==> src/hw/qcpc_pkg.sv <==
// Package for the quad counter, PWM and capture block.
// Assumes a 32-bit AXI4-Lite register bus, one register per word.
package qcpc_pkg;

  // Register byte offsets
  localparam int unsigned ADDR_W = 5;
  localparam logic [4:0] OFS_CNT_A   = 5'h00;
  localparam logic [4:0] OFS_CNT_B   = 5'h04;
  localparam logic [4:0] OFS_CNT_C   = 5'h08;
  localparam logic [4:0] OFS_CNT_D   = 5'h0C;
  localparam logic [4:0] OFS_CLK_SEL = 5'h10;
  localparam logic [4:0] OFS_CFG1    = 5'h14;
  localparam logic [4:0] OFS_CFG2    = 5'h18;
  localparam logic [4:0] OFS_RUN     = 5'h1C;

  // Reset value of every register field
  localparam logic [7:0] REG_RST = 8'h00;

  // Field positions, configuration one
  localparam int unsigned CFG1_DIR   = 4;
  localparam int unsigned CFG1_CHAIN = 2;
  localparam int unsigned CFG1_PWM   = 0;

  // Field positions, configuration two
  localparam int unsigned CFG2_CAP_SEL = 6;
  localparam int unsigned CFG2_CAP_FN  = 4;
  localparam int unsigned CFG2_PWM_W   = 0;

  // Field positions, enable and halve register
  localparam int unsigned RUN_HALVE = 4;
  localparam int unsigned RUN_EN    = 0;

  // Clock source code for the port pin of each counter
  localparam logic [1:0] CK_SEL_PIN = 2'h0;

  // Capture source code of the 32 kHz crystal clock
  localparam logic [1:0] CAP_SRC_XTAL = 2'h3;

  // Capture edge functions
  typedef enum logic [1:0] {
    QCPC_CAP_OFF  = 2'h0,
    QCPC_CAP_RISE = 2'h1,
    QCPC_CAP_FALL = 2'h2,
    QCPC_CAP_BOTH = 2'h3
  } qcpc_cap_fn_t;

  // Count masks and PWM width shift (code 0 = 10 bits)
  localparam logic [15:0] MASK8  = 16'h00FF;
  localparam logic [15:0] MASK16 = 16'hFFFF;
  localparam logic [3:0]  PWM_SHIFT_MAX = 4'h6;

  // AXI responses
  localparam logic [1:0] RESP_OKAY   = 2'h0;
  localparam logic [1:0] RESP_SLVERR = 2'h2;

  // Result of one counting step
  typedef struct packed {
    logic        ev;
    logic [15:0] val;
  } qcpc_step_t;

  // One counting step; pwm wraps freely, else compare/reload
  function automatic qcpc_step_t qcpc_step(
    input logic [15:0] cnt,
    input logic [15:0] cmp,
    input logic [15:0] mask,
    input logic        up,
    input logic        pwm
  );
    qcpc_step_t r;
    r.ev  = 1'b0;
    r.val = cnt;
    if (pwm)
    begin
      r.val = (up ? cnt + 16'h0001 : cnt - 16'h0001) & mask;
    end
    else if (up)
    begin
      r.ev  = (cnt == cmp);
      r.val = r.ev ? 16'h0000 : (cnt + 16'h0001) & mask;
    end
    else
    begin
      r.ev  = (cnt == 16'h0000);
      r.val = r.ev ? cmp : (cnt - 16'h0001) & mask;
    end
    return r;
  endfunction

  // PWM width mask from a 2-bit width code
  function automatic logic [15:0] qcpc_wmask(input logic [1:0] code);
    logic [3:0] sh;
    sh = PWM_SHIFT_MAX - {1'b0, code, 1'b0};
    return MASK16 >> sh;
  endfunction

endpackage

==> src/hw/qcpc_top.sv <==
// Four 8-bit counters with chaining, two PWM outputs and pair capture.
// Assumes an AXI4-Lite master on sys_clk; pins and clock inputs are async.
//
// Behaviour
// Four 8-bit counters; each pair may chain into one 16-bit counter.
// Two PWM outputs on two port pins, width 8 to 16 bits.
// Capture only on first pair, one shared internal or external signal.
// Capture works with first pair split or chained.
// First pair split: counters, captured counters, or PWM plus captured.
// Second pair split: two counters, or PWM plus counter.
// First pair write sets compare; read gives count or captured count.
// Second pair write sets compare; read always gives live count.
// Clock select: two bits per counter, fourth highest, first lowest.
// Direction bits 7..4 in config one; zero counts down, one up.
// Chain bits: bit 3 second pair, bit 2 first pair.
// Bit 0 drives first PWM pin, bit 1 drives second PWM pin.
// Config two: capture source bits 7-6, capture function bits 5-4.
// Config two: PWM widths, second in bits 3-2, first in 1-0.
// Bits 7..4 halve each counter's pin clock when set.
// Enable bits 3..0; a counter advances only while enabled.
// Capture on rising, falling or both edges; crystal only rising.
// Chained pair follows enable of its low counter.
// Counter mode write: up clears count, down loads compare.
// Event when count reaches compare, or on capture in capture mode.
// Global reset clears counts, compares, selects, config, enables.
//
// Added by the designer: the register offsets and the AXI4-Lite register port.
`timescale 1ns/10ps

module qcpc_top (
  // Clock and reset
  input  wire logic        sys_clk,
  input  wire logic        rst_b,
  // AXI4-Lite write address and data
  input  wire logic [4:0]  s_axi_awaddr,
  input  wire logic        s_axi_awvalid,
  output logic             s_axi_awready,
  input  wire logic [31:0] s_axi_wdata,
  input  wire logic [3:0]  s_axi_wstrb,
  input  wire logic        s_axi_wvalid,
  output logic             s_axi_wready,
  // AXI4-Lite write response
  output logic [1:0]       s_axi_bresp,
  output logic             s_axi_bvalid,
  input  wire logic        s_axi_bready,
  // AXI4-Lite read
  input  wire logic [4:0]  s_axi_araddr,
  input  wire logic        s_axi_arvalid,
  output logic             s_axi_arready,
  output logic [31:0]      s_axi_rdata,
  output logic [1:0]       s_axi_rresp,
  output logic             s_axi_rvalid,
  input  wire logic        s_axi_rready,
  // Counter clock and capture sources
  input  wire logic [3:0]  clock_input_pins,
  input  wire logic [2:0]  int_clk_src,
  input  wire logic [3:0]  capture_src,
  // PWM pins and counter events
  output logic             pwm_pin0,
  output logic             pwm_pin0_oe,
  output logic             pwm_pin1,
  output logic             pwm_pin1_oe,
  output logic [3:0]       event_out
);

  // Reset release
  logic [1:0]  rst_sync_q;
  logic        rst_sync_b;

  // Input synchronisers
  logic [10:0] in_s1_q;
  logic [10:0] in_s2_q;
  logic [3:0]  pin_s;
  logic [2:0]  int_s;
  logic [3:0]  cap_s;

  // Bus state
  logic        aw_have_q, aw_have_d, w_have_q, w_have_d;
  logic        awready_q, awready_d, wready_q, wready_d;
  logic        bvalid_q, bvalid_d, arready_q, arready_d;
  logic        rvalid_q, rvalid_d, wstrb_q, wstrb_d;
  logic        wr_fire, wr_hit;
  logic [4:0]  awaddr_q, awaddr_d;
  logic [7:0]  wdata_q, wdata_d, rdata_q, rdata_d;
  logic [1:0]  bresp_q, bresp_d, rresp_q, rresp_d;

  // Register file and counter state
  logic [7:0]  cmp_q [4], cmp_d [4], cnt_q [4], cnt_d [4];
  logic [7:0]  capt_q [2], capt_d [2];
  logic [7:0]  clk_sel_q, clk_sel_d, cfg1_q, cfg1_d;
  logic [7:0]  cfg2_q, cfg2_d, run_reg_q, run_reg_d;
  logic [3:0]  pin_prev_q, pin_prev_d, tog_q, tog_d;
  logic [3:0]  lvl_prev_q, lvl_prev_d, evt_q, evt_d;
  logic        cap_prev_q, cap_prev_d, pwm0_q, pwm0_d, pwm1_q, pwm1_d;
  logic        pwm0_oe_q, pwm0_oe_d, pwm1_oe_q, pwm1_oe_d;

  // Decoded control
  logic [3:0]  lvl, tick, run, dir, ev;
  logic [1:0]  chain, pwm_on;
  logic [1:0]  ck_sel, cap_sel;
  logic        cap_on, cap_lvl, cap_evt, use_rise, use_fall;
  qcpc_pkg::qcpc_cap_fn_t cap_fn;
  qcpc_pkg::qcpc_step_t   st;
  logic [15:0] mask;

  // Reset release through two flops
  always_ff @(posedge sys_clk or negedge rst_b)
  begin
    if (!rst_b)
      rst_sync_q <= 2'h0;
    else
      rst_sync_q <= {rst_sync_q[0], 1'b1};
  end
  assign rst_sync_b = rst_sync_q[1];

  // Two-flop synchronisers for pins, clocks and capture sources
  always_ff @(posedge sys_clk or negedge rst_sync_b)
  begin
    if (!rst_sync_b)
    begin
      in_s1_q <= 11'h000;
      in_s2_q <= 11'h000;
    end
    else
    begin
      in_s1_q <= {capture_src, int_clk_src, clock_input_pins};
      in_s2_q <= in_s1_q;
    end
  end
  assign pin_s = in_s2_q[3:0];
  assign int_s = in_s2_q[6:4];
  assign cap_s = in_s2_q[10:7];

  // Write fires once address and data are both held
  assign wr_fire = aw_have_q & w_have_q & ~bvalid_q;
  assign wr_hit  = wr_fire & wstrb_q;

  // AXI4-Lite slave next state
  always_comb
  begin
    aw_have_d = aw_have_q;
    w_have_d  = w_have_q;
    awaddr_d  = awaddr_q;
    wdata_d   = wdata_q;
    wstrb_d   = wstrb_q;
    bvalid_d  = bvalid_q;
    bresp_d   = bresp_q;
    rvalid_d  = rvalid_q;
    rresp_d   = rresp_q;
    rdata_d   = rdata_q;
    if (s_axi_awvalid && awready_q)
    begin
      aw_have_d = 1'b1;
      awaddr_d  = s_axi_awaddr;
    end
    if (s_axi_wvalid && wready_q)
    begin
      w_have_d = 1'b1;
      wdata_d  = s_axi_wdata[7:0];
      wstrb_d  = s_axi_wstrb[0];
    end
    if (wr_fire)
    begin
      aw_have_d = 1'b0;
      w_have_d  = 1'b0;
      bvalid_d  = 1'b1;
      bresp_d   = awaddr_q[1:0] == 2'h0 ? qcpc_pkg::RESP_OKAY
                                         : qcpc_pkg::RESP_SLVERR;
    end
    else if (bvalid_q && s_axi_bready)
      bvalid_d = 1'b0;
    if (s_axi_arvalid && arready_q)
    begin
      rvalid_d = 1'b1;
      rresp_d  = qcpc_pkg::RESP_OKAY;
      case (s_axi_araddr)
        qcpc_pkg::OFS_CNT_A: rdata_d = cap_on ? capt_q[0] : cnt_q[0];
        qcpc_pkg::OFS_CNT_B: rdata_d = cap_on ? capt_q[1] : cnt_q[1];
        qcpc_pkg::OFS_CNT_C: rdata_d = cnt_q[2];
        qcpc_pkg::OFS_CNT_D: rdata_d = cnt_q[3];
        qcpc_pkg::OFS_CLK_SEL: rdata_d = clk_sel_q;
        qcpc_pkg::OFS_CFG1: rdata_d = cfg1_q;
        qcpc_pkg::OFS_CFG2: rdata_d = cfg2_q;
        qcpc_pkg::OFS_RUN: rdata_d = run_reg_q;
        default:
        begin
          rdata_d = 8'h00;
          rresp_d = qcpc_pkg::RESP_SLVERR;
        end
      endcase
    end
    else if (rvalid_q && s_axi_rready)
      rvalid_d = 1'b0;
    awready_d = ~aw_have_d & ~bvalid_d;
    wready_d  = ~w_have_d & ~bvalid_d;
    arready_d = ~rvalid_d;
  end

  // AXI4-Lite slave registers
  always_ff @(posedge sys_clk or negedge rst_sync_b)
  begin
    if (!rst_sync_b)
    begin
      {aw_have_q, w_have_q, wstrb_q, awready_q, wready_q, bvalid_q,
       arready_q, rvalid_q} <= 8'h00;
      {awaddr_q, wdata_q, bresp_q, rresp_q, rdata_q} <= 25'h0;
    end
    else
    begin
      {aw_have_q, w_have_q, awaddr_q, wdata_q, wstrb_q, awready_q,
       wready_q, bvalid_q, bresp_q} <= {aw_have_d, w_have_d, awaddr_d,
       wdata_d, wstrb_d, awready_d, wready_d, bvalid_d, bresp_d};
      {arready_q, rvalid_q, rresp_q, rdata_q} <= {arready_d, rvalid_d,
                                                  rresp_d, rdata_d};
    end
  end

  // Control decode, clock selection and capture edge
  always_comb
  begin
    chain   = cfg1_q[qcpc_pkg::CFG1_CHAIN +: 2];
    pwm_on  = cfg1_q[qcpc_pkg::CFG1_PWM +: 2];
    dir     = cfg1_q[qcpc_pkg::CFG1_DIR +: 4];
    cap_sel = cfg2_q[qcpc_pkg::CFG2_CAP_SEL +: 2];
    cap_fn  = qcpc_pkg::qcpc_cap_fn_t'(cfg2_q[qcpc_pkg::CFG2_CAP_FN +: 2]);
    cap_on  = cap_fn != qcpc_pkg::QCPC_CAP_OFF;
    ck_sel  = 2'h0;
    for (int i = 0; i < 4; i++)
    begin
      ck_sel = clk_sel_q[2*i +: 2];
      if (ck_sel == qcpc_pkg::CK_SEL_PIN)
        lvl[i] = run_reg_q[qcpc_pkg::RUN_HALVE + i] ? tog_q[i]
                                                    : pin_s[i];
      else
        lvl[i] = int_s[2'(ck_sel - 2'h1)];
      tick[i] = lvl[i] & ~lvl_prev_q[i];
      run[i]  = run_reg_q[qcpc_pkg::RUN_EN + i];
    end
    run[1] = chain[0] ? run[0] : run[1];
    run[3] = chain[1] ? run[2] : run[3];
    cap_lvl  = cap_s[cap_sel];
    use_rise = cap_on && (cap_fn != qcpc_pkg::QCPC_CAP_FALL
                          || cap_sel == qcpc_pkg::CAP_SRC_XTAL);
    use_fall = (cap_fn == qcpc_pkg::QCPC_CAP_FALL
                || cap_fn == qcpc_pkg::QCPC_CAP_BOTH)
               && cap_sel != qcpc_pkg::CAP_SRC_XTAL;
    cap_evt  = (use_rise & cap_lvl & ~cap_prev_q)
             | (use_fall & ~cap_lvl & cap_prev_q);
  end

  // Counter, capture, PWM and register write next state
  always_comb
  begin
    cnt_d      = cnt_q;
    cmp_d      = cmp_q;
    capt_d     = capt_q;
    clk_sel_d  = clk_sel_q;
    cfg1_d     = cfg1_q;
    cfg2_d     = cfg2_q;
    run_reg_d  = run_reg_q;
    pin_prev_d = pin_s;
    tog_d      = tog_q ^ (pin_s & ~pin_prev_q);
    lvl_prev_d = lvl;
    cap_prev_d = cap_lvl;
    ev         = 4'h0;
    st         = '0;
    mask       = qcpc_pkg::MASK8;
    // Each pair counts as 16 bits or as two 8-bit counters
    for (int p = 0; p < 2; p++)
    begin
      if (chain[p])
      begin
        mask = pwm_on[p] ? qcpc_pkg::qcpc_wmask(cfg2_q[2*p +: 2])
                         : qcpc_pkg::MASK16;
        st = qcpc_pkg::qcpc_step({cnt_q[2*p+1], cnt_q[2*p]},
                                 {cmp_q[2*p+1], cmp_q[2*p]},
                                 mask, dir[2*p], pwm_on[p]);
        if (run[2*p] && tick[2*p])
        begin
          cnt_d[2*p]   = st.val[7:0];
          cnt_d[2*p+1] = st.val[15:8];
          ev[2*p]      = st.ev;
        end
      end
      else
      begin
        for (int k = 0; k < 2; k++)
        begin
          st = qcpc_pkg::qcpc_step({8'h00, cnt_q[2*p+k]},
                                   {8'h00, cmp_q[2*p+k]},
                                   qcpc_pkg::MASK8, dir[2*p+k],
                                   pwm_on[p] && k == 0);
          if (run[2*p+k] && tick[2*p+k])
          begin
            cnt_d[2*p+k] = st.val[7:0];
            ev[2*p+k]    = st.ev;
          end
        end
      end
    end
    // Capture latches both first-pair counters together
    if (cap_on && cap_evt)
    begin
      capt_d[0] = cnt_q[0];
      capt_d[1] = cnt_q[1];
    end
    if (cap_on)
    begin
      ev[0] = cap_evt;
      ev[1] = cap_evt;
    end
    // Register writes; counter mode also reloads the count
    if (wr_hit)
    begin
      case (awaddr_q)
        qcpc_pkg::OFS_CLK_SEL: clk_sel_d = wdata_q;
        qcpc_pkg::OFS_CFG1: cfg1_d = wdata_q;
        qcpc_pkg::OFS_CFG2: cfg2_d = wdata_q;
        qcpc_pkg::OFS_RUN: run_reg_d = wdata_q;
        default:
        begin
          for (int j = 0; j < 4; j++)
          begin
            if (awaddr_q == 5'(4 * j))
            begin
              cmp_d[j] = wdata_q;
              if (!pwm_on[j/2] || (j % 2 == 1 && !chain[j/2]))
              begin
                if (!(cap_on && j < 2))
                  cnt_d[j] = dir[j] ? 8'h00 : wdata_q;
              end
            end
          end
        end
      endcase
    end
    evt_d = ev;
    // PWM high while the count is below the compare value
    pwm0_oe_d = pwm_on[0];
    pwm1_oe_d = pwm_on[1];
    mask = chain[0] ? qcpc_pkg::qcpc_wmask(cfg2_q[1:0]) : qcpc_pkg::MASK8;
    pwm0_d = pwm_on[0] && (({cnt_q[1], cnt_q[0]} & mask)
                           < ({cmp_q[1], cmp_q[0]} & mask));
    mask = chain[1] ? qcpc_pkg::qcpc_wmask(cfg2_q[3:2]) : qcpc_pkg::MASK8;
    pwm1_d = pwm_on[1] && (({cnt_q[3], cnt_q[2]} & mask)
                           < ({cmp_q[3], cmp_q[2]} & mask));
  end

  // Counter and register state
  always_ff @(posedge sys_clk or negedge rst_sync_b)
  begin
    if (!rst_sync_b)
    begin
      cnt_q  <= '{default: qcpc_pkg::REG_RST};
      cmp_q  <= '{default: qcpc_pkg::REG_RST};
      capt_q <= '{default: qcpc_pkg::REG_RST};
      {clk_sel_q, cfg1_q, cfg2_q, run_reg_q} <= {4{qcpc_pkg::REG_RST}};
      {pin_prev_q, tog_q, lvl_prev_q, evt_q} <= 16'h0000;
      {cap_prev_q, pwm0_q, pwm1_q, pwm0_oe_q, pwm1_oe_q} <= 5'h00;
    end
    else
    begin
      cnt_q      <= cnt_d;
      cmp_q      <= cmp_d;
      capt_q     <= capt_d;
      clk_sel_q  <= clk_sel_d;
      cfg1_q     <= cfg1_d;
      cfg2_q     <= cfg2_d;
      run_reg_q  <= run_reg_d;
      pin_prev_q <= pin_prev_d;
      tog_q      <= tog_d;
      lvl_prev_q <= lvl_prev_d;
      cap_prev_q <= cap_prev_d;
      evt_q      <= evt_d;
      pwm0_q     <= pwm0_d;
      pwm1_q     <= pwm1_d;
      pwm0_oe_q  <= pwm0_oe_d;
      pwm1_oe_q  <= pwm1_oe_d;
    end
  end

  // Outputs straight from flops
  assign s_axi_awready = awready_q;
  assign s_axi_wready  = wready_q;
  assign s_axi_bvalid  = bvalid_q;
  assign s_axi_bresp   = bresp_q;
  assign s_axi_arready = arready_q;
  assign s_axi_rvalid  = rvalid_q;
  assign s_axi_rresp   = rresp_q;
  assign s_axi_rdata   = {24'h000000, rdata_q};
  assign pwm_pin0      = pwm0_q;
  assign pwm_pin0_oe   = pwm0_oe_q;
  assign pwm_pin1      = pwm1_q;
  assign pwm_pin1_oe   = pwm1_oe_q;
  assign event_out     = evt_q;

endmodule

==> config.mk <==
export PLATFORM = sky130hd
export DESIGN_NAME = qcpc_top
export DESIGN_NICKNAME = d
export VERILOG_FILES = /design/src/hw/qcpc_pkg.sv /design/src/hw/qcpc_top.sv
export SDC_FILE = /design/constraint.sdc
export NUM_CORES = 1
export LEC_CHECK = 0
export BUFFER_PORTS_ARGS = -buffer_cell sky130_fd_sc_hd__buf_2
export CORE_MARGIN = 1.5
export CORE_UTILIZATION = 55
export DETAILED_ROUTE_END_ITERATION = 7
export PLACE_DENSITY = 0.75
export RECOVER_POWER = 100
export SKIP_LAST_GASP = 1
export SYNTH_ARGS = -nofsm -noshare
export SYNTH_HDL_FRONTEND = slang
export SYNTH_SLANG_ARGS = --single-unit
==> constraint.sdc <==
create_clock -name sys_clk -period 6.7 [get_ports sys_clk]
set_input_delay 1.005 -clock sys_clk [delete_from_list [all_inputs] [get_ports sys_clk]]
set_output_delay 1.005 -clock sys_clk [all_outputs]
set_load 0.03 [all_outputs]
== Word level (Yosys, flattened, before mapping) ==
Index checks and enable logic that the tools add are counted.

* Flip-flop bits (word level): 190
* Input bits: 64
* Output and inout port bits: 49
* Logic and storage cells: 278

* $add $sub $neg: 18
* Order comparisons: 7
* Equality and inequality tests: 25
* Shifts and indexed selects: 2
* Multiplexer cells: 102
* Bitwise logic cells: 39
* Reductions and logical operators: 46

{| class="wikitable"
|+ Operators with widths
! kind !! number
|-
| $mux W16 || 16
|-
| $mux W8 || 32
|-
| $and A16 B16 Y16 || 10
|-
| $mux W17 || 6
|-
| $mux W32 || 2
|-
| $pmux W8 S8 || 1
|-
| $eq A5 B5 Y1 const B || 8
|-
| $mux W1 || 37
|-
| $add A16 B1 Y16 const B || 2
|-
| $add A8 B1 Y8 const B || 4
|-
| $eq A16 B16 Y1 || 2
|-
| $eq A8 B8 Y1 || 4
|-
| $logic_not A16 Y1 || 2
|-
| $logic_not A8 Y1 || 4
|-
| $lt A16 B16 Y1 || 2
|-
| $shr A16 B4 Y16 const A || 2
|-
| $sub A16 B1 Y16 const B || 2
|-
| $sub A8 B1 Y8 const B || 4
|-
| $eq A5 B4 Y1 const B || 4
|-
| $lt A2 B3 Y1 const B || 5
|-
| $logic_and A1 B1 Y1 || 14
|-
| $and A1 B1 Y1 || 13
|-
| $not A1 Y1 || 12
|-
| $reduce_and A3 Y1 || 4
|-
| 19 further kinds || 47
|}

== Depth between registers and ports, before layout ==
Gate-level depths: netlist of the first run.

* Word-level depth: 14
* Mapped depth: 12
* Gate-level depth less buffers: 9

== Least setup slack after synthesis of the first run ==
OpenSTA, ideal clock, no wires.

* Kind: flip-flop to flip-flop
* Start point: reg cnt_q[0] (netlist bit)
* End point: reg cnt_q[13] (netlist bit)
* Library setup time: 0.127 ns
* Arrival time: 2.975 ns
* Required time: 6.573 ns
* Path slack: 3.598 ns
* Cell stages (with the launch flop): 12
* Buffers on the path: 2
* Clock period less this slack: 3.102 ns
* Cells stage by stage: dfrtp_1 > clkbuf_1 > inv_1 > ha_1 > or4b_1 > or4_1 > clkbuf_1 > a21o_2 > nor2_2 > mux2i_1 > o21ai_0 > a221o_2

{| class="wikitable"
|+ RTL lines
! what !! RTL line !! text
|-
| start, declared || qcpc_top.sv:88 || <nowiki>logic [7:0] cmp_q [4], cmp_d [4], cnt_q [4], cnt_d [4];</nowiki>
|-
| start signal, assigned || qcpc_top.sv:363 || <nowiki>cnt_q <= cnt_d;</nowiki>
|}

==> summary.md, run 1 <==
| Metric | Value |
|---|---|
| Avg Cell Area, Syn | `9.02 sq um` |
| Die area | `0.0238 sq mm` |
| Area Overhead vs Synth | `6.71%` |
| Final core occ | `59.6%` |
| # setup viols final | `0` |
| Placed Cells | `1661` |
| Seq cells post-synth | `188` |
| Via count | `11294` |
| Postcts setup bufs | `0` |
| Ys flop type | `dfrtp_1` |
| Port Buf Inserts | `59` |
| Yosys cell types | `89` |
| # IOs | `113` |
| Async SR Flop Fraction | `100%` |
| Cell Area, Synth | `0.0126 sq mm` |
| Synth warnings | `0` |
| Clock sink total | `188` |
| Core area | `0.0225 sq mm` |
| Drt wl/cell | `22.6 microns` |
| Setup Skew | `16.5 ps` |
| EDFF count, synth | `0` |
| Die H | `154 microns` |
| Pwr Density | `428 mW/mm^2` |
| Final critical-path required period | `4840 ps` |
| Row Count | `55` |
| Worst min path class | `input port to async pin` |
| Hold Fails Final Rpt | `0` |
| H-tree levels | `4` |
| Mapped Cells | `1392` |
| Crit. End Element | `register` |
| Pin count of the biggest net entering global routing | `70` |
| Cells resized by post-CTS repair | `0` |
| Hold buffers post-CTS | `0` |
| CP Launch Type | `register` |
| Share of cells above drive strength 1 | `12.9%` |
| Final ANT Viol Nets | `0` |
| Area leader, netlist | `dfrtp_1` |
| GP Congestion | `0.972` |
| Final Max Slew Viols | `137` |
| Layout Nets | `1504` |
| Worst skew pair latency | `450 ps` |
| Place WS | `2850 ps` |
| Max Root-Sink Buffers | `2` |
| Commonest non-fill, non-tap cell in the layout | `dfrtp_1` |
| RSZ-0062 raised after global routing | `false` |
| TritonCTS clock tree | `done` |
| Vias in the first global route | `10702` |
| GR Overflow Total | `0` |
| Failing checks | `capacitance limit, slew limit` |
| First-pass GRT wire length | `59900 microns` |
| DRT Pass-1 Iters | `6` |
| Die width | `154 microns` |
| Non-Filler Instances | `1694` |
| Antenna violations before repair | `2` |
| WS Path Type | `register to register` |
| Clock transition at path regs | `90 ps` |
| Cells taking the most area after synthesis | `dfrtp_1 (37%), mux2_2 (7.3%), ha_1 (4.5%)` |
| CTS root buf | `clkbuf_16` |
| DRC viols | `0` |
| CP Data Required Time | `7060 ps` |
| Register area share after synthesis | `37.5%` |
| Crit path max fanout | `16` |
| Total wire length | `38200 microns` |
| Status | `finished with violations` |
| TNS Setup | `0 ps` |
| Leak Pwr | `5.62 nW` |
| Most frequent cells in the layout | `dfrtp_1 (188), nand2_1 (124), nor2_1 (95)` |
| Post-route setup slack | `1860 ps` |
| Worst IR Drop VDD | `0.255 mV` |
| Synth top area share | `37.5%` |
| Rel. slew slack | `-52.3%` |
| GRT Util Overall | `32.7%` |
| Crit path arrival time | `5190 ps` |
| Worst slew pin tran | `2280 ps` |
| Vias per cell | `6.67` |
| Max Fclk | `207 MHz` |
| Dpl hpwl | `26200 microns` |
| Max-cap violations | `3` |
| Num CTS Buffers | `17` |
| Starting Density | `55.8%` |
| Initial DRC count | `1331` |
| Final period util | `72.2%` |
## metrics by stage
step                hold slack (ps)  area, sq um  power [mW]
floorplan                       331        12700        3.82
global placement                332        12800        4.52
detailed placement              335        12800        4.57
CTS                             302        13500        5.69
global route                    301        13400        6.07
finish                          316        13400        5.74
## metal layers
metal	global-route usage, %	part of all wire [%]
met4	12.0	3.1
met2	49.7	45
met5	0	0.034
met3	8.88	11
met1	44.8	41
## where the power goes
| group | switching, mW | internal (mW) |
|---|---|---|
| Clock | 0.570 | 0.532 |
| Combinational | 1.41 | 0.953 |
| Sequential | 0.814 | 1.46 |
| Total | 2.80 | 2.94 |
## cells in the mapped netlist (all sizes together) (6+ instances only)
| master | number |
|---|---|
| a211oi | 16 |
| a21o | 10 |
| a21oi | 83 |
| a221oi | 14 |
| a22o | 8 |
| a22oi | 25 |
| a31oi | 15 |
| a32oi | 14 |
| and2 | 14 |
| and3 | 18 |
| buf | 40 |
| clkbuf | 78 |
| dfrtp | 188 |
| ha | 45 |
| inv | 47 |
| mux2 | 81 |
| mux2i | 21 |
| nand2 | 124 |
| nand2b | 11 |
| nand3 | 41 |
| nand4 | 26 |
| nor2 | 95 |
| nor2b | 14 |
| nor3 | 41 |
| nor3b | 9 |
| nor4 | 14 |
| o211ai | 16 |
| o21a | 8 |
| o21ai | 73 |
| o221ai | 6 |
| o22ai | 9 |
| o31ai | 8 |
| o32ai | 6 |
| or2 | 10 |
| or3 | 17 |
| or4 | 8 |
| xnor2 | 40 |
| xor2 | 20 |
## final timing paths
kind / end / cells past startpoint / slack (ps) / startpoint
setup / recovery: cnt_q[23] / 7 / 1860 / cnt_q[29]
hold / removal: rst_sync_q[1] / 1 / 320 / rst_b
max in group asynchronous: cmp_q[11] / 1 / 3030 / rst_sync_q[1]
min in group sys_clk: in_s2_q[10] / 0 / 350 / in_s1_q[10]
hold reg to reg: in_s2_q[10] / 0 / 350 / in_s1_q[10]
setup reg to reg: cnt_q[23] / 7 / 1860 / cnt_q[29]
## cell families (layout without fill, tap and decap cells)
family | count (synthesis) | after routing | synth area share, %
buf+inv | 167 | 158 | 6.39
fa+ha+maj | 45 | 45 | 4.48
simple gates | 461 | 461 | 18.6
mux | 103 | 103 | 9.12
other cells | 2 | 28 | 0.0598
compound gates | 366 | 366 | 19.7
flops | 188 | 188 | 37.5
xor+xnor | 60 | 60 | 4.18
## final cells by class
| class | instances | area (sq um) |
|---|---|---|
| diodes | 1 | 2.50 |
| clock buffers | 17 | 425 |
| clock inverters | 15 | 228 |
| fillers | 2009 | 9100 |
| inverters | 48 | 180 |
| multi-input cells | 1062 | 7130 |
| flip-flops and latches | 188 | 4700 |
| well taps | 285 | 357 |
| repair buffers | 78 | 379 |
## critical path: stages, from the launching register on
cell and delay, ps:
dfrtp_1 590, nor4_1 1370, nand2_1 870, nor4_1 1350
a2bb2oi_1 130, o41ai_1 120, a22oi_1 110, o221ai_1 200
## flip-flops by register name, summed over array words and instances (netlist names), 2 cells and up
register / flops
in_s2_q: 11
wdata_q: 8
pin_prev_q: 4
rst_sync_q: 2
cmp_q: 32
capt_q: 16
event_out: 4
tog_q: 4
run_reg_q: 8
cfg2_q: 8
cnt_q: 32
rdata_q: 8
lvl_prev_q: 4
cfg1_q: 8
in_s1_q: 11
awaddr_q: 5
clk_sel_q: 8
(Power assumes the default switching activity.)
==> inputs of run 2 (changes only) <==
--- a/config.mk
+++ b/config.mk
@@ -5,11 +5,12 @@
 export SDC_FILE = /design/constraint.sdc
 export NUM_CORES = 1
 export LEC_CHECK = 0
+export ABC_AREA = 1
 export BUFFER_PORTS_ARGS = -buffer_cell sky130_fd_sc_hd__buf_2
 export CORE_MARGIN = 1.5
 export CORE_UTILIZATION = 55
 export DETAILED_ROUTE_END_ITERATION = 7
-export PLACE_DENSITY = 0.75
+export PLACE_DENSITY = 0.74
 export RECOVER_POWER = 100
 export SKIP_LAST_GASP = 1
 export SYNTH_ARGS = -nofsm -noshare
==> constraint.sdc (replaced) <==
create_clock -name sys_clk -period 5.07 [get_ports sys_clk]
set_input_delay 0.7605 -clock sys_clk [delete_from_list [all_inputs] [get_ports sys_clk]]
set_output_delay 0.7605 -clock sys_clk [all_outputs]
set_load 0.03 [all_outputs]
==> run 2 against run 1 <==
Die area rose by 6.3%. Sequential power rose by 32%. Maximum frequency rose by 38%. Highest routed layer is now met4. Critical path type unchanged. Area after synthesis rose by 6.4%. First-iteration DRC count fell by 0.98%. Combinational power rose by 76%. Register-to-register slack got worse by 300 ps. Non-clock buffer count fell by 13. The flow still finishes with violations (capacitance limit, slew limit). Clock skew rose by 2.3 ps. Synthesized cell count rose by 38%. Via count rose by 14%. Worst hold slack got worse by 250 ps.
==> summary.md, run 2 <==
| Metric | Value |
|---|---|
| Status | `finished with violations` |
| Failing checks | `capacitance limit, slew limit` |
| Total wire length | `41100 microns` |
| Initial DRC count | `1318` |
| Sw Ratio | `53.0%` |
| EDFF count, synth | `0` |
| Top flop regs | `cmp_q: 32 flops, cnt_q: 32 flops, capt_q: 16 flops` |
| Crit path from | `clk_sel_q[0]` |
| Clock transition at path regs | `100 ps` |
| Crit. End Element | `register` |
| GRT Util Overall | `32.8%` |
| # setup viols final | `0` |
| Worst IR Drop VDD | `0.311 mV` |
| CTS root buf | `clkbuf_16` |
| Async SR Flop Fraction | `100%` |
| First-pass GRT wire length | `65300 microns` |
| Count leader, synth | `nand2_1` |
| GR Overflow Total | `0` |
| Crit path arrival time | `3860 ps` |
| WP buf/inv | `2` |
| Cells taking the most area after synthesis | `dfrtp_1 (35%), nand2_1 (17%), o21ai_0 (6.6%)` |
| Synth top area share | `35.2%` |
| # IOs | `113` |
| Rel. slew slack | `-28.2%` |
| Pwr Density | `612 mW/mm^2` |
| Slowest cell on crit path | `nand4_1` |
| Mapped Cells | `1927` |
| Seq pwr share | `34.6%` |
| Pin count of the biggest net entering global routing | `143` |
| Num CTS Buffers | `17` |
| Die H | `159 microns` |
| Starting Density | `56.5%` |
| Final Max Slew Viols | `45` |
| Multi-input logic area | `0.00725 sq mm` |
| Vias per cell | `5.71` |
| Reg2Reg Capture Point | `event_out[0]` |
| Cells along the critical path | `inv_1 > ha_1 > nor3_1 > a21oi_1 > nand2_1 > nand4_1 > inv_1 > o211ai_1 > o21ai_0` |
| Crit Reg-Reg Startpoint | `clk_sel_q[0]` |
| Place WS | `2150 ps` |
| TNS Setup | `0 ps` |
| Hold buffers post-CTS | `0` |
| Antenna violations before repair | `0` |
| Fill count | `2294` |
| Layout Nets | `2042` |
| Placed inst area | `0.0136 sq mm` |
| Seq cells post-synth | `188` |
| Cells resized by post-CTS repair | `0` |
| Worst min path class | `input port to async pin` |
| Worst slew pin tran | `1920 ps` |
| GP Congestion | `0.966` |
| Postcts setup bufs | `0` |
| Row Count | `56` |
| Dpl hpwl | `29700 microns` |
| Avg Cell Area, Syn | `6.94 sq um` |
| Share of cells above drive strength 1 | `7.25%` |
| Die area | `0.0253 sq mm` |
| Drt wl/cell | `18.2 microns` |
| Leak Pwr | `6.86 nW` |
| Vias in the first global route | `11971` |
| TritonCTS clock tree | `done` |
| WS Path Type | `register to register` |
| CP Data Required Time | `5420 ps` |
| Most used cell, CP | `inv_1` |
| Diode count | `0` |
| Max Root-Sink Buffers | `2` |
| Setup Skew | `18.8 ps` |
| CP Launch Type | `register` |
| Post-route setup slack | `1560 ps` |
| Delay-heaviest family, CP | `simple AND/OR/NAND/NOR gates` |
| Slowest Stage Delay on Critical Path | `1100 ps` |
| Yosys cell types | `52` |
| Commonest non-fill, non-tap cell in the layout | `nand2_1` |
| Cell Area, Synth | `0.0134 sq mm` |
| DRT Pass-1 Iters | `6` |
| Clock sink total | `188` |
| Ys flop type | `dfrtp_1` |
| Die width | `159 microns` |
| Sw power | `4.58 mW` |
| Area leader, netlist | `dfrtp_1` |
| Crit path max fanout | `27` |
| Power Internal | `4.07 mW` |
| Comb power frac | `48.2%` |
| Synth warnings | `0` |
| Max-cap violations | `2` |
| Final ANT Viol Nets | `0` |
| Worst skew pair latency | `460 ps` |
| Hold Fails Final Rpt | `0` |
| Commonest cells post-synth | `nand2_1 (592), dfrtp_1 (188), inv_1 (177)` |
| Final critical-path required period | `3510 ps` |
| RSZ-0062 raised after global routing | `false` |
| Fin area | `0.0141 sq mm` |
| Via count | `12926` |
| Most frequent cells in the layout | `nand2_1 (594), dfrtp_1 (188), inv_1 (184)` |
| Area Overhead vs Synth | `5.70%` |
| Clock share of power | `17.1%` |
| Core area | `0.0237 sq mm` |
| H-tree levels | `4` |
| DRC viols | `0` |
| Hold WS | `64.5 ps` |
| Port Buf Inserts | `59` |
| Final period util | `69.2%` |
| Register area share after synthesis | `35.2%` |
| Sequential cell area | `0.00470 sq mm` |
| Max Fclk | `285 MHz` |
| Cells on worst reg2reg path | `9` |
| R2r setup slk | `1560 ps` |
## run 2: changes by cell type in the layout (fill, tap and decap cells not counted), moves of 21 or more
cell,change
a21oi_1,+30
a22oi_1,-25
inv_1,+137
mux2_2,-80
mux2i_1,-21
nand2_1,+470
nand3_1,+97
nor2_1,+37
nor3_1,-23
o21ai_0,+105
xnor2_1,-22
## run 2: worst max-delay path by stage
stage,slack [ps],depth (start not counted),endpoint
2_1_floorplan,1970,0,aw_have_q
3_3_place_gp,2130,11,cnt_q[4]
3_5_place_dp,2150,11,cnt_q[4]
4_1_cts,2120,11,cnt_q[4]
5_1_grt,1400,9,event_out[0]
6_report,1560,9,event_out[0]
## run 2: kinds of logic (layout without fill, tap and decap cells)
| logic type | count (synthesis) | count (layout) | synth area share (%) |
|---|---|---|---|
| buf+inv | 317 | 311 | 10.8 |
| other cells | 2 | 27 | 0.0562 |
| flops | 188 | 188 | 35.2 |
| fa+ha+maj | 45 | 45 | 4.21 |
| xor+xnor | 47 | 47 | 3.08 |
| simple gates | 955 | 955 | 31.4 |
| compound gates | 373 | 373 | 15.3 |
## run 2: metrics by stage
stage | util (%) | power (mW) | cells
floorplan | - | 5.94 | 1952
global placement | 57.4 | 7.02 | 2233
detailed placement | 57.4 | 7.10 | 2233
CTS | 60.2 | 8.60 | 2265
global route | 59.7 | 9.30 | 2265
finish | 59.7 | 8.65 | 2265
## run 2: final cells by class
type                            count  share of cell area [%]
Sequential cell                   188                    33.3
Tap cell                          319                    2.82
Timing Repair Buffer               65                    2.20
Clock buffer                       17                    3.01
Clock inverter                     15                    1.62
Inverter                          214                    5.74
Multi-Input combinational cell   1447                    51.3
## run 2: layer usage
metal / global-route usage, % / routed length (microns)
met1: 45.8 / 17500
met2: 51.2 / 18400
met3: 5.49 / 3840
met4: 12.5 / 1360
met5: 0 / 0
## run 2: power groups by stage
| stage | combinational (mW) | clock [mW] | sequential [mW] |
|---|---|---|---|
| 6_report | 4.17 | 1.48 | 2.99 |
| 5_1_grt | 4.70 | 1.55 | 3.05 |
| 4_1_cts | 4.15 | 1.49 | 2.95 |
| 2_1_floorplan | 3.50 | 0 | 2.44 |
| 3_3_place_gp | 4.04 | 0 | 2.97 |
| 3_5_place_dp | 4.12 | 0 | 2.98 |
